<file path="src/aicr_pkg.sv">
package aicr_pkg;
  // Register indices, not byte offsets; byte address is four times the index
  localparam logic [3:0] IDX_INPUT_SELECT = 4'h0;
  localparam logic [3:0] IDX_BIAS_ENABLE = 4'h1;
  localparam logic [3:0] IDX_REF_CAL = 4'h2;
  localparam logic [3:0] IDX_GAIN_RATE = 4'h3;
  localparam logic [3:0] IDX_OFFSET_LOW = 4'h4;
  localparam logic [3:0] IDX_OFFSET_MID = 4'h5;
  localparam logic [3:0] IDX_OFFSET_HIGH = 4'h6;
  localparam logic [3:0] IDX_FULLSCALE_LOW = 4'h7;
  localparam logic [3:0] IDX_FULLSCALE_MID = 4'h8;
  localparam logic [3:0] IDX_FULLSCALE_HIGH = 4'h9;
  localparam logic [3:0] IDX_REVISION = 4'hA;
  localparam logic [3:0] IDX_CURRENT_ROUTE = 4'hB;
  localparam logic [3:0] IDX_PIN_FUNCTION = 4'hC;
  localparam logic [3:0] IDX_PIN_DIRECTION = 4'hD;
  localparam logic [3:0] IDX_PIN_LEVEL = 4'hE;
  localparam int REG_COUNT = 15;
  // Reset values
  localparam logic [7:0] RST_INPUT_SELECT = 8'h01;
  localparam logic [7:0] RST_BIAS_ENABLE = 8'h00;
  localparam logic [7:0] RST_ZERO = 8'h00;
  localparam logic [7:0] RST_FULLSCALE_HIGH = 8'h40;
  // Field positions
  localparam int BURNOUT_MSB = 7;
  localparam int BURNOUT_LSB = 6;
  localparam int POS_MSB = 5;
  localparam int POS_LSB = 3;
  localparam int NEG_MSB = 2;
  localparam int NEG_LSB = 0;
  localparam int REV_MSB = 7;
  localparam int REV_LSB = 4;
  localparam int READY_MODE_BIT = 3;
  localparam int CLKFLAG_BIT = 7;
  localparam int CAL_MSB = 2;
  localparam int CAL_LSB = 0;
  localparam int GAIN_MSB = 6;
  localparam int GAIN_LSB = 4;
  // Writable masks of mixed registers
  localparam logic [7:0] MASK_REVISION = 8'h08;
  localparam logic [7:0] MASK_REF_CAL = 8'h7F;
  localparam logic [7:0] MASK_GAIN_RATE = 8'h7F;
  // Calibration select codes forcing unity gain, and the unity gain code
  localparam logic [2:0] CAL_GAIN_CAL = 3'h2;
  localparam logic [2:0] CAL_TEMP = 3'h3;
  localparam logic [2:0] GAIN_UNITY = 3'h0;
  // AHB encodings
  localparam logic [1:0] HTRANS_NONSEQ = 2'h2;
  localparam logic [1:0] HTRANS_SEQ = 2'h3;
  localparam logic HRESP_OKAY = 1'b0;
endpackage : aicr_pkg

</file>
<file path="src/aicr_input_config.sv">
// Behaviour
// - Four-bit read-only revision code in upper bits
// - Bit 3 adds ready signal on serial output
// - Dedicated ready pin always signals ready low
// - Input select at 0x00, resets to 0x01
// - Calibration or bias overrides channel pair
// - Burnout current level field bits 7:6
// - Positive input code routes index to positive
// - Negative input code routes index to negative
// - Codes four to seven only on eight-input
// - Bias enables at 0x01, reset zero
// - Bias bit n biases analog input n
// - Four-input variant: upper bias bits zero
// - Eight-input variant: all bias bits writable
// - Calibration codes 010/011 force unity gain
module aicr_input_config #(
  parameter int INPUT_COUNT = 8,
  parameter logic [3:0] REVISION_CODE = 4'h5, // Arbitrary value
  parameter int HADDR_WIDTH = 6
) (
  input wire logic clock,
  input wire logic rst_n,
  input wire logic clockEnable,
  input wire logic hsel,
  input wire logic [HADDR_WIDTH-1:0] haddr,
  input wire logic [1:0] htrans,
  input wire logic hwrite,
  input wire logic [2:0] hsize,
  input wire logic [31:0] hwdata,
  input wire logic hready,
  output logic hreadyout,
  output logic hresp,
  output logic [31:0] hrdata,
  input wire logic clockSourceFlag,
  input wire logic conversionDone,
  input wire logic resultRead,
  input wire logic serialReadData,
  output logic serialOutReadyPin,
  output logic conversionReady_n,
  output logic [1:0] burnoutCurrentLevel,
  output logic [2:0] positiveInputCode,
  output logic [2:0] negativeInputCode,
  output logic channelPairOverridden,
  output logic [7:0] inputBiasEnables,
  output logic [2:0] calibrationInputSelect,
  output logic [2:0] amplifierGain,
  output logic readyOnOutputSelect
);
  // Bias bits that exist on this variant
  localparam logic [7:0] BIAS_MASK = (INPUT_COUNT >= 8) ? 8'hFF : 8'h0F;

  logic [7:0] regs [aicr_pkg::REG_COUNT];
  logic dataPending;
  logic wrPend;
  logic [3:0] wrIdx;
  logic [7:0] rdByte;
  logic [3:0] addrIdx;
  logic accept;
  logic [7:0] wrMask;

  assign addrIdx = haddr[HADDR_WIDTH-1:2];
  // Single-cycle slave, never waits, always OKAY
  assign hreadyout = 1'b1;
  assign hresp = aicr_pkg::HRESP_OKAY;
  assign accept = hsel && hready && clockEnable &&
                  (htrans == aicr_pkg::HTRANS_NONSEQ || htrans == aicr_pkg::HTRANS_SEQ);

  // Address phase capture for writes
  always_ff @(posedge clock or negedge rst_n) begin
    if (!rst_n) begin
      wrPend <= 1'b0;
      wrIdx <= 4'h0;
    end else if (clockEnable) begin
      wrPend <= accept && hwrite;
      wrIdx <= addrIdx;
    end
  end

  // Register storage, one loop per entry; read-only bits masked out
  genvar gi;
  generate
    for (gi = 0; gi < aicr_pkg::REG_COUNT; gi++) begin : gReg
      localparam logic [3:0] IDX = 4'(gi);
      localparam logic [7:0] RSTV =
        (IDX == aicr_pkg::IDX_INPUT_SELECT) ? aicr_pkg::RST_INPUT_SELECT :
        (IDX == aicr_pkg::IDX_BIAS_ENABLE) ? aicr_pkg::RST_BIAS_ENABLE :
        (IDX == aicr_pkg::IDX_FULLSCALE_HIGH) ? aicr_pkg::RST_FULLSCALE_HIGH :
        aicr_pkg::RST_ZERO;
      localparam logic [7:0] WMASK =
        (IDX == aicr_pkg::IDX_BIAS_ENABLE) ? BIAS_MASK :
        (IDX == aicr_pkg::IDX_REVISION) ? aicr_pkg::MASK_REVISION :
        (IDX == aicr_pkg::IDX_REF_CAL) ? aicr_pkg::MASK_REF_CAL :
        (IDX == aicr_pkg::IDX_GAIN_RATE) ? aicr_pkg::MASK_GAIN_RATE :
        8'hFF;
      always_ff @(posedge clock or negedge rst_n) begin
        if (!rst_n) begin
          regs[gi] <= RSTV;
        end else if (clockEnable && wrPend && wrIdx == IDX) begin
          regs[gi] <= hwdata[7:0] & WMASK;
        end
      end
    end
  endgenerate

  // Writable bits of the register whose write is in its data phase
  always_comb begin
    wrMask = 8'hFF;
    case (wrIdx)
      aicr_pkg::IDX_BIAS_ENABLE: wrMask = BIAS_MASK;
      aicr_pkg::IDX_REVISION: wrMask = aicr_pkg::MASK_REVISION;
      aicr_pkg::IDX_REF_CAL: wrMask = aicr_pkg::MASK_REF_CAL;
      aicr_pkg::IDX_GAIN_RATE: wrMask = aicr_pkg::MASK_GAIN_RATE;
      default: wrMask = 8'hFF;
    endcase
  end

  // Read mux inserts hardware-defined fields
  // A read right behind a write to the same register must see the new byte,
  // since storage only takes it at the edge that also latches the read
  always_comb begin
    rdByte = 8'h00;
    if (addrIdx < 4'(aicr_pkg::REG_COUNT)) begin
      rdByte = regs[addrIdx];
      if (wrPend && wrIdx == addrIdx) begin
        rdByte = hwdata[7:0] & wrMask;
      end
    end
    if (addrIdx == aicr_pkg::IDX_REVISION) begin
      rdByte[aicr_pkg::REV_MSB:aicr_pkg::REV_LSB] = REVISION_CODE;
    end
    if (addrIdx == aicr_pkg::IDX_REF_CAL) begin
      rdByte[aicr_pkg::CLKFLAG_BIT] = clockSourceFlag;
    end
  end

  // Read data registered in data phase; unmapped reads return zero
  always_ff @(posedge clock or negedge rst_n) begin
    if (!rst_n) begin
      hrdata <= 32'h0000_0000;
    end else if (clockEnable && accept && !hwrite) begin
      hrdata <= {24'h00_0000, rdByte};
    end
  end

  // Ready flag: new result sets, read clears; set wins
  always_ff @(posedge clock or negedge rst_n) begin
    if (!rst_n) begin
      dataPending <= 1'b0;
    end else if (clockEnable) begin
      if (conversionDone) begin
        dataPending <= 1'b1;
      end else if (resultRead) begin
        dataPending <= 1'b0;
      end
    end
  end

  // Pin outputs registered to keep them glitch free
  always_ff @(posedge clock or negedge rst_n) begin
    if (!rst_n) begin
      conversionReady_n <= 1'b1;
      serialOutReadyPin <= 1'b1;
    end else if (clockEnable) begin
      conversionReady_n <= !dataPending;
      // Host must keep mode clear in stopped read mode; not checked here
      if (regs[aicr_pkg::IDX_REVISION][aicr_pkg::READY_MODE_BIT] && !resultRead) begin
        serialOutReadyPin <= !dataPending;
      end else begin
        serialOutReadyPin <= serialReadData;
      end
    end
  end

  // Control outputs decoded from storage
  always_ff @(posedge clock or negedge rst_n) begin
    if (!rst_n) begin
      burnoutCurrentLevel <= 2'h0;
      positiveInputCode <= 3'h0;
      negativeInputCode <= 3'h1;
      channelPairOverridden <= 1'b0;
      inputBiasEnables <= 8'h00;
      calibrationInputSelect <= 3'h0;
      amplifierGain <= 3'h0;
      readyOnOutputSelect <= 1'b0;
    end else if (clockEnable) begin
      burnoutCurrentLevel <= regs[aicr_pkg::IDX_INPUT_SELECT]
        [aicr_pkg::BURNOUT_MSB:aicr_pkg::BURNOUT_LSB];
      // Four-input variant keeps only the low two code bits
      positiveInputCode <= regs[aicr_pkg::IDX_INPUT_SELECT]
        [aicr_pkg::POS_MSB:aicr_pkg::POS_LSB] & ((INPUT_COUNT >= 8) ? 3'h7 : 3'h3);
      negativeInputCode <= regs[aicr_pkg::IDX_INPUT_SELECT]
        [aicr_pkg::NEG_MSB:aicr_pkg::NEG_LSB] & ((INPUT_COUNT >= 8) ? 3'h7 : 3'h3);
      channelPairOverridden <= (regs[aicr_pkg::IDX_REF_CAL][aicr_pkg::CAL_MSB:aicr_pkg::CAL_LSB]
        != 3'h0) || (regs[aicr_pkg::IDX_BIAS_ENABLE] != 8'h00);
      inputBiasEnables <= regs[aicr_pkg::IDX_BIAS_ENABLE] & BIAS_MASK;
      calibrationInputSelect <= regs[aicr_pkg::IDX_REF_CAL][aicr_pkg::CAL_MSB:aicr_pkg::CAL_LSB];
      if (regs[aicr_pkg::IDX_REF_CAL][aicr_pkg::CAL_MSB:aicr_pkg::CAL_LSB] == aicr_pkg::CAL_GAIN_CAL ||
          regs[aicr_pkg::IDX_REF_CAL][aicr_pkg::CAL_MSB:aicr_pkg::CAL_LSB] == aicr_pkg::CAL_TEMP) begin
        amplifierGain <= aicr_pkg::GAIN_UNITY;
      end else begin
        amplifierGain <= regs[aicr_pkg::IDX_GAIN_RATE][aicr_pkg::GAIN_MSB:aicr_pkg::GAIN_LSB];
      end
      readyOnOutputSelect <= regs[aicr_pkg::IDX_REVISION][aicr_pkg::READY_MODE_BIT];
    end
  end
endmodule : aicr_input_config

</file>
<file path="config.mk">
export PLATFORM = sky130hd
export DESIGN_NAME = aicr_input_config
export DESIGN_NICKNAME = d
export VERILOG_FILES = /design/src/aicr_pkg.sv /design/src/aicr_input_config.sv
export SDC_FILE = /design/constraint.sdc
export NUM_CORES = 1
export LEC_CHECK = 0
export BUFFER_PORTS_ARGS = -buffer_cell sky130_fd_sc_hd__buf_2
export CORE_MARGIN = 2
export CORE_UTILIZATION = 44
export DETAILED_ROUTE_END_ITERATION = 8
export HOLD_SLACK_MARGIN = 0.08
export PLACE_DENSITY = 0.73
export SETUP_SLACK_MARGIN = 0.02
export SLEW_MARGIN = 15
export SYNTH_ARGS = -nofsm -noshare
export SYNTH_HDL_FRONTEND = slang
export SYNTH_SLANG_ARGS = --single-unit
</file>
<file path="constraint.sdc">
create_clock -name clock -period 3.9 [get_ports clock]
set_input_delay 0 -clock clock [delete_from_list [all_inputs] [get_ports clock]]
set_output_delay 0 -clock clock [all_outputs]
set_load 0.02 [all_outputs]
</file>
* After elaboration in Yosys (flattened, before gate mapping)
Index checks and enable logic that the tools add are counted.
Operators by class: reductions and logical operators 36, bitwise gates (word level) 2, multiplexer cells 12, magnitude comparators 2, equality and inequality tests 21
Operators by type and width (count):
- binary-select mux 8 bit (select 4 bit) | 1
- == test 4 bit (second input constant) | 8
- two-way mux 8 bit | 4
- logical AND 1 bit | 24
- == test 4 x 3 -> 1 bit (second input constant) | 4
- case mux 8 bit (2 select lines) | 1
- == test 4 x 2 -> 1 bit (second input constant) | 3
- bitwise AND 8 bit | 1
- nonzero test 8 bit | 1
- == test 3 x 2 -> 1 bit (second input constant) | 2
- greater-or-equal comparator 5 bit (second input constant) | 1
- inverter 4 -> 5 bit | 1
- == test 2 bit (second input constant) | 2
- == test 4 x 1 -> 1 bit (second input constant) | 1
- == test 4 bit | 1
- logical NOT 4 bit | 1
- less-than comparator 4 bit (second input constant) | 1
- two-way mux 1 bit | 4
- two-way mux 4 bit | 1
- logical NOT 1 bit | 3
- logical OR 1 bit | 3
- two-way mux 3 bit | 1
- nonzero test 3 bit | 1
- AND reduction 2 bit | 1
- 2 further kinds | 2
Storage, ports and cells: output and inout bits 60, bits in registers 151

* Logic depth before layout (Yosys ltp)
Gate-level depths: netlist (run 1).
word-level depth 8, depth in mapped cells 8

* Worst setup path after synthesis (run 1)
OpenSTA, ideal clock, no wires.
kind register -> register, from reg wrIdx[2], to reg regs[48] (netlist name), cell stages (with the launch flop) 6, setup time 125 ps, period minus slack after synthesis 1672 ps, data arrival time 1547 ps, setup slack 2228 ps, path through dfrtp_1 -> buf_6 -> nand2b_1 -> or4_1 -> buf_4 -> mux2_4
Between the ends: word-level cells in the longest chain between the ends 2
Ends and longest elaborated chain:
- start, declared | line aicr_input_config.sv:55 | logic [3:0] wrIdx;
- start signal, assigned | line aicr_input_config.sv:75 | wrIdx <= addrIdx;
- == test 4 bit | line aicr_input_config.sv:98 | end else if (clockEnable && wrPend && wrIdx == IDX) begin
- logical AND 1 bit | line aicr_input_config.sv:98
- end signal, assigned by index | line aicr_input_config.sv:99 | regs[gi] <= hwdata[7:0] & WMASK;
- end, declared | line aicr_input_config.sv:52 | logic [7:0] regs [aicr_pkg::REG_COUNT];
No other way between the ends. A chain may end at the register's enable or synchronous reset.

* Worst setup path after layout (run 1)
from reg wrIdx[2], to reg hrdata[7]
Between the ends: word-level cells in the longest chain between the ends 8, elaborated cells on any way between the ends 12
Ends and longest elaborated chain:
- == test 4 x 2 -> 1 bit | line aicr_input_config.sv:108 | case (wrIdx)
- OR reduction 2 bit (no line)
- case mux 8 bit (2 select lines) | line aicr_input_config.sv:108
- bitwise AND 8 bit | line aicr_input_config.sv:125 | rdByte = hwdata[7:0] & wrMask;
- two-way mux 8 bit * | line aicr_input_config.sv:124 | if (wrPend && wrIdx == addrIdx) begin
- two-way mux 8 bit * | line aicr_input_config.sv:122 | if (addrIdx < 4'(aicr_pkg::REG_COUNT)) begin
- two-way mux 4 bit * | line aicr_input_config.sv:128 | if (addrIdx == aicr_pkg::IDX_REVISION) begin
- two-way mux 1 bit * | line aicr_input_config.sv:131 | if (addrIdx == aicr_pkg::IDX_REF_CAL) begin
- end signal, assigned | line aicr_input_config.sv:141 | hrdata <= {24'h00_0000, rdByte};
- end, declared | line aicr_input_config.sv:33 | output logic [31:0] hrdata,
Every way passes the cells marked *; elsewhere a longest branch is shown, timed or not.

==> metrics.txt, run 1 <==
Setup crit end=hrdata[7]; fraction of the core area covered by cells at the end of the flow=0.510; Vias=4660; Residual DRC=0; class of the most critical setup path=reg2reg; library cell contributing the largest single delay on the critical path=dlygate4sd3_1; Worst R2R End=hrdata[7]; met1 routing resource usage after global routing=0.254; final wirelength=16700 um; vias in the first global route=about 5000; r2r startpoint=wrIdx[2]; number of top-level pins=113; GPL Wtd Cong=0.884; insertion delay of the later-clocked pin in the worst-skew pair=0.43 ns; DR vias/cell=5.50; clock tree sinks=about 150; Worst Max-Slew Pin Slew=a little over 1 ns; total standard cell area after synthesis=7340 um^2; die boundary width=133 um; total number of nets in the final design=667; crit path capture type=register; share of the clock period used by the worst path=0.582; initial core utilization=0.446; number of buffers created by CTS=17; CTS tree=yes; # port buffers=56; Stages on worst setup path=6; average cell area after synthesis=13.2 um^2; unrepaired setup endpoints after global routing=false; row count=47; sequential share of the synthesized area=0.516; grt met3 use=0.0403; fraction of final layout cells sized beyond drive strength 1=0.405; kind of start point of the critical path=register; class of the worst hold path=in2reg; area growth from synthesis to layout=14.5%; Syn Inst Count=555; Worst setup startpoint=wrIdx[2]; highest clock rate=441 MHz; Slew HR=0.317; total power=4030 uW; number of buffers between clock root and the deepest sink=2; routed wirelength normalized by instance count=about 20 um; H-tree levels=4; pins over their slew limit=0; crit-path max FO=9; Hold Crit Start=hwdata[4]; peak-usage layer in the global routing report=met2; overall die area=between 15000 and 20000 um^2; first-pass GRT wire length=between 20000 and 30000 um; count of flip-flops with a built-in enable after synthesis=0; core region area=16500 um^2; list of cells traversed by the critical path=xor2_1, nor3_1, nand2_1, o2111ai_1, nand3_1, dlygate4sd3_1; post-DP HPWL=11100 um; Lkg Pwr=0.00410 uW; fin crit period=2.27 ns; setup TNS after final layout=0 ns; Synth warnings=0; sum of buffers and inverters on the critical path=1; Worst Reg2Reg Path Length in Cells=6; run status=finished, final reports clean; arrival time reported for the critical path endpoint=2.58 ns; share of flip-flops with an asynchronous set or reset after synthesis=1.00; setup slack of the most critical reg-to-reg path=about 1.6 ns; WP data required=around 4.2 ns; Post-Route Hold Slack=~0.09 ns; Non-Filler Cell Area, Final=8400 um^2; largest incremental delay on the critical path=0.56 ns; clk_skew=0.0104 ns; maximum number of pins on one net before global-route repair=67; drt first pass iters=5; largest voltage drop on the vdd net=between 0.3 and 0.4 mV; library cell used as clock root buffer=clkbuf_16; violation count after the first detailed-routing iteration=~260; Reg clk slew, reported paths=around 0.06 ns; layout filler cell count=around 1400; antenna violations before repair=0; postcts setup bufs=0; Die Y=about 130 um; number of routed nets with antenna violations=0; count of unique library cells instantiated by Yosys=60; kind of cell adding the most delay to the critical path=simple AND/OR/NAND/NOR gates; Final Hold Violating Endpoints=0; Max Cap Violations=0; count of state elements after synthesis=151; Placement Cell Area=~7600 um^2; Global Route met2 Usage=0.314; antenna diode count=0; Global Route Usage Sum=0.197; pwr/cell area=between 400 and 500 nW/um^2; overflow left after global routing=0; prevailing post-synth register cell=dfrtp_1; number of setup violations in the final report=0
cell families after synthesis:
logic type / Yosys count / share of synthesized area
other cells: 2 / 0.00102
buf+inv: 71 / 0.0604
flops: 151 / 0.516
compound gates: 68 / 0.0686
simple gates: 83 / 0.0660
xor+xnor: 4 / 0.00477
mux: 176 / 0.283
how the worst min path moves through the flow:
stage                               end  slack (ns)  cells after the start
finish                         regs[84]        0.09                      2
global route                   regs[46]        0.11                      2
detailed placement  inputBiasEnables[2]        0.03                      1
global placement    inputBiasEnables[2]       0.008                      1
floorplan              amplifierGain[0]       -0.30                      0
CTS                            regs[46]        0.09                      2
cell type report:
class / count / area [um^2] / share of cell area
Clock buffer: 25 / 515 / 0.0613
Clock inverter: 7 / 90.1 / 0.0107
Inverter: 7 / 26.3 / 0.00313
Multi-Input combinational cell: 357 / 3200 / 0.381
Sequential cell: 151 / 3780 / 0.450
Tap cell: 220 / 275 / 0.0328
Timing Repair Buffer: 80 / 512 / 0.0609
placed cells by master (no fill, tap or decap), types with 3 or more instances in the layout:
cell,instances
nor4_1,3
clkbuf_16,17
conb_1,26
a22oi_1,5
o21ai_0,9
o22ai_1,4
nand3_1,15
dfstp_2,5
a2bb2oi_1,5
nand2_1,17
xor2_1,4
o211ai_1,7
mux2_4,13
mux2i_1,33
buf_2,55
a22o_1,4
a211oi_1,3
mux2_2,119
mux4_2,8
a21o_1,4
clkinv_2,3
a221o_1,4
inv_1,7
mux2_1,3
nor2b_1,6
nand2b_1,4
nor2_2,7
dfrtp_1,146
buf_4,6
a2111oi_0,3
clkbuf_8,6
nor2_1,10
nand4_1,3
dlygate4sd3_1,18
a21oi_1,9
layer usage:
layer | routed length, um | part of all wire
met1 | 7250 | 0.43
met3 | 815 | 0.049
met5 | 0 | 0
met4 | 537 | 0.032
met2 | 8070 | 0.48
what timing repair did:
item	CTS	global route
hold buffers	18	0
endpoints found under the setup margin	0	0
resized for setup	0	0
endpoints found under the hold margin	119	0
power breakdown:
part           leakage, uW  switching (uW)  internal [uW]
combinational      0.00177             300            248
clock             0.000295             611           1040
sequential         0.00203             109           1720
total              0.00410            1020           3010
registers in the layout, indices dropped and copies added, names as in the netlist:
| register | flops |
|---|---|
| regs | 111 |
| hrdata | 8 |
| inputBiasEnables | 8 |
| wrIdx | 4 |
| amplifierGain | 3 |
| calibrationInputSelect | 3 |
| negativeInputCode | 3 |
| positiveInputCode | 3 |
| burnoutCurrentLevel | 2 |
| channelPairOverridden | 1 |
| conversionReady_n | 1 |
| dataPending | 1 |
| readyOnOutputSelect | 1 |
| serialOutReadyPin | 1 |
| wrPend | 1 |
synthesized netlist by cell type (all sizes together), types with 4 or more instances:
| library cell | instances | area (um^2) |
|---|---|---|
| a21o | 4 | 30.0 |
| mux2 | 135 | 1570 |
| buf | 49 | 360 |
| a22oi | 5 | 37.5 |
| nor4 | 4 | 40.0 |
| nand3 | 15 | 75.1 |
| a22o | 4 | 35.0 |
| a21oi | 9 | 45.0 |
| a2bb2oi | 5 | 43.8 |
| o211ai | 7 | 52.6 |
| o21ai | 10 | 50.0 |
| mux4 | 8 | 180 |
| nand2 | 18 | 70.1 |
| nand2b | 5 | 38.8 |
| dfrtp | 146 | 3650 |
| dfstp | 5 | 131 |
| mux2i | 33 | 330 |
| inv | 7 | 26.3 |
| o22ai | 4 | 25.0 |
| a221o | 4 | 40.0 |
| nor2b | 6 | 37.5 |
| clkbuf | 15 | 56.3 |
| xor2 | 4 | 35.0 |
| nor2 | 17 | 81.3 |
metrics by stage:
stage | instances | worst slack [ns]
global placement | 797 | 1.63
finish | 847 | 1.63
floorplan | 579 | 2.23
CTS | 847 | 1.67
detailed placement | 797 | 1.62
global route | 847 | 1.47
(Power assumes the default switching activity.)
==> run 2: changes to the inputs <==
- ABC_AREA: default -> 1
- PLACE_DENSITY: 0.73 -> 0.74
- clock period: 3.9 -> 2.3 ns (I/O delays scaled with it)
==> metrics.txt, run 2 <==
DR vias/cell=5.18; setup slack of the most critical reg-to-reg path=between 0.2 and 0.25 ns; kind of start point of the critical path=register; share of flip-flops with an asynchronous set or reset after synthesis=1.00; core region area=between 15000 and 20000 um^2; Synth area leader=dfrtp_1; crit-path max FO=16; vias in the first global route=5771; sequential share of the synthesized area=0.533; insertion delay of the later-clocked pin in the worst-skew pair=0.43 ns; library cell used as clock root buffer=clkbuf_16; share of total power consumed by net switching=0.255; total standard cell area after synthesis=7110 um^2; share of Yosys cell area claimed by the top area cell type=0.514; class of the most critical setup path=reg2reg; antenna diode count=0; largest cells by area after synthesis=dfrtp_1 51%, nand2_1 18%, o21ai_0 9.4%; Synth warnings=0; count of unique library cells instantiated by Yosys=27; Gates resized, CTS repair=0; number of routed nets with antenna violations=0; Syn Inst Count=902; average cell area after synthesis=7.88 um^2; overall die area=17200 um^2; P_sw=1780 uW; highest clock rate=just under 500 MHz; post-DP HPWL=~12000 um; total power=between 6000 and 7000 uW; clock network power share=0.439; commonest cells in the netlist=337 x nand2_1, 146 x dfrtp_1, 134 x o21ai_0; die boundary width=131 um; pins over their slew limit=0; initial core utilization=0.449; Reg clk slew, reported paths=0.06 ns; hold-fix buffers at CTS=28; number of setup violations in the final report=0; fraction of final layout cells sized beyond drive strength 1=0.116; violation count after the first detailed-routing iteration=between 600 and 700; arrival time reported for the critical path endpoint=2.37 ns; Slew HR=0.529; clock tree sinks=151; drt first pass iters=6; number of buffers between clock root and the deepest sink=2; run status=finished, final reports clean; Die Y=131 um; final wirelength=18100 um; clk_skew=0.00997 ns; postcts setup bufs=0; Flop pwr share=0.434; unrepaired setup endpoints after global routing=false; Max Cap Violations=0; antenna violations before repair=0; Residual DRC=0; fraction of the core area covered by cells at the end of the flow=0.529; combinational group share of total power=0.127; maximum number of pins on one net before global-route repair=96; area growth from synthesis to layout=17.8%; number of buffers created by CTS=17; internal power summed over all cells=5190 uW; Reg with most FFs=regs; GPL Wtd Cong=0.899; class of the worst hold path=in2async; first-pass GRT wire length=29200 um; Global Route Usage Sum=0.223; prevailing post-synth register cell=dfrtp_1; # port buffers=56; cell with the most instances after synthesis=nand2_1; flip-flop count of the largest register, all copies and words added=111; setup TNS after final layout=0 ns; largest voltage drop on the vdd net=0.450 mV; Final Hold Violating Endpoints=0; Lkg Pwr=between 0.004 and 0.005 uW; CTS tree=yes; routed wirelength normalized by instance count=between 15 and 20 um; count of state elements after synthesis=151; share of the clock period used by the worst path=0.899; count of flip-flops with a built-in enable after synthesis=0; Vias=6197; commonest non-fill, non-tap cell in the layout=nand2_1; overflow left after global routing=0; row count=46; pwr/cell area=832 nW/um^2; H-tree levels=4; commonest cells after routing, fill and taps aside=337 x nand2_1, 146 x dfrtp_1, 134 x o21ai_0; fin crit period=2.07 ns; total number of nets in the final design=1021; crit path capture type=register; number of top-level pins=113; WP data required=2.60 ns; Worst Max-Slew Pin Slew=0.705 ns; Regs by FF count=regs (111), hrdata (8), inputBiasEnables (8)
-- run 2: changes by cell type in the layout (fill, tap and decap cells not counted), sizes merged, moves of 6 or more --
cell / change
mux4: -8
mux2i: -33
o221ai: +8
dlygate4sd3: +10
nor2: +31
inv: +60
nand2: +320
nor2b: -6
o21ai: +133
nand3: +29
mux2: -135
-- run 2: cells by family after synthesis --
| kind of cell | Yosys count | synth area share |
|---|---|---|
| simple gates | 443 | 0.250 |
| other cells | 2 | 0.00106 |
| flops | 151 | 0.533 |
| xor+xnor | 1 | 0.00123 |
| compound gates | 167 | 0.124 |
| buf+inv | 138 | 0.0916 |
-- run 2: worst paths after layout --
check,startpoint,to,cells past startpoint
worst max register to register,wrIdx[1],hrdata[7],10
worst min-delay path,rst_n,negativeInputCode[0],2
max in group asynchronous,rst_n,regs[113],3
worst max-delay path,wrIdx[1],hrdata[7],10
worst min register to register,readyOnOutputSelect,readyOnOutputSelect,2
min in group clock,htrans[1],hrdata[6],5
-- run 2: worst max-delay path, stage by stage (launching register included) --
cell and delay (ns):
dfrtp_1 0.46, inv_2 0.09, nand2_1 0.06, nand2_1 0.06
nor2_1 0.11, nand3_2 0.27, nor2_1 0.18, nor2_1 0.05
nand2_1 0.06, a21oi_1 0.05, dlygate4sd3_1 0.55
-- run 2: routing by layer --
metal / GRT usage / part of all wire / routed length (um)
met5: 0 / 0 / 0
met1: 0.296 / 0.43 / 7840
met2: 0.350 / 0.46 / 8380
met4: 0.108 / 0.033 / 593
met3: 0.0467 / 0.073 / 1330
-- run 2: stage by stage --
step	worst slack [ns]	std cells	cell area [um^2]	hold slack (ns)
2_1_floorplan	0.952	926	7200	-0.296
3_3_place_gp	0.569	1137	7440	-0.190
3_5_place_dp	0.588	1137	7440	-0.189
4_1_cts	0.263	1197	8370	0.0827
5_1_grt	0.0270	1197	8370	0.103
6_report	0.233	1197	8370	0.0881
-- run 2: power by group through the flow --
stage	Clock [uW]	Combinational (uW)	Sequential, uW
global placement	0	818	3050
floorplan	0	479	3130
finish	3060	885	3020
CTS	3090	883	3020
global route	3200	1000	3050
detailed placement	0	831	3060
-- run 2: cell type report --
cell class / instances / area [um^2]
Multi-Input combinational cell: 637 / 2760
Clock buffer: 24 / 482
Inverter: 67 / 251
Tap cell: 216 / 270
Timing Repair Buffer: 94 / 654
Sequential cell: 151 / 3780
Fill cell: 1463 / 7460
Clock inverter: 8 / 169
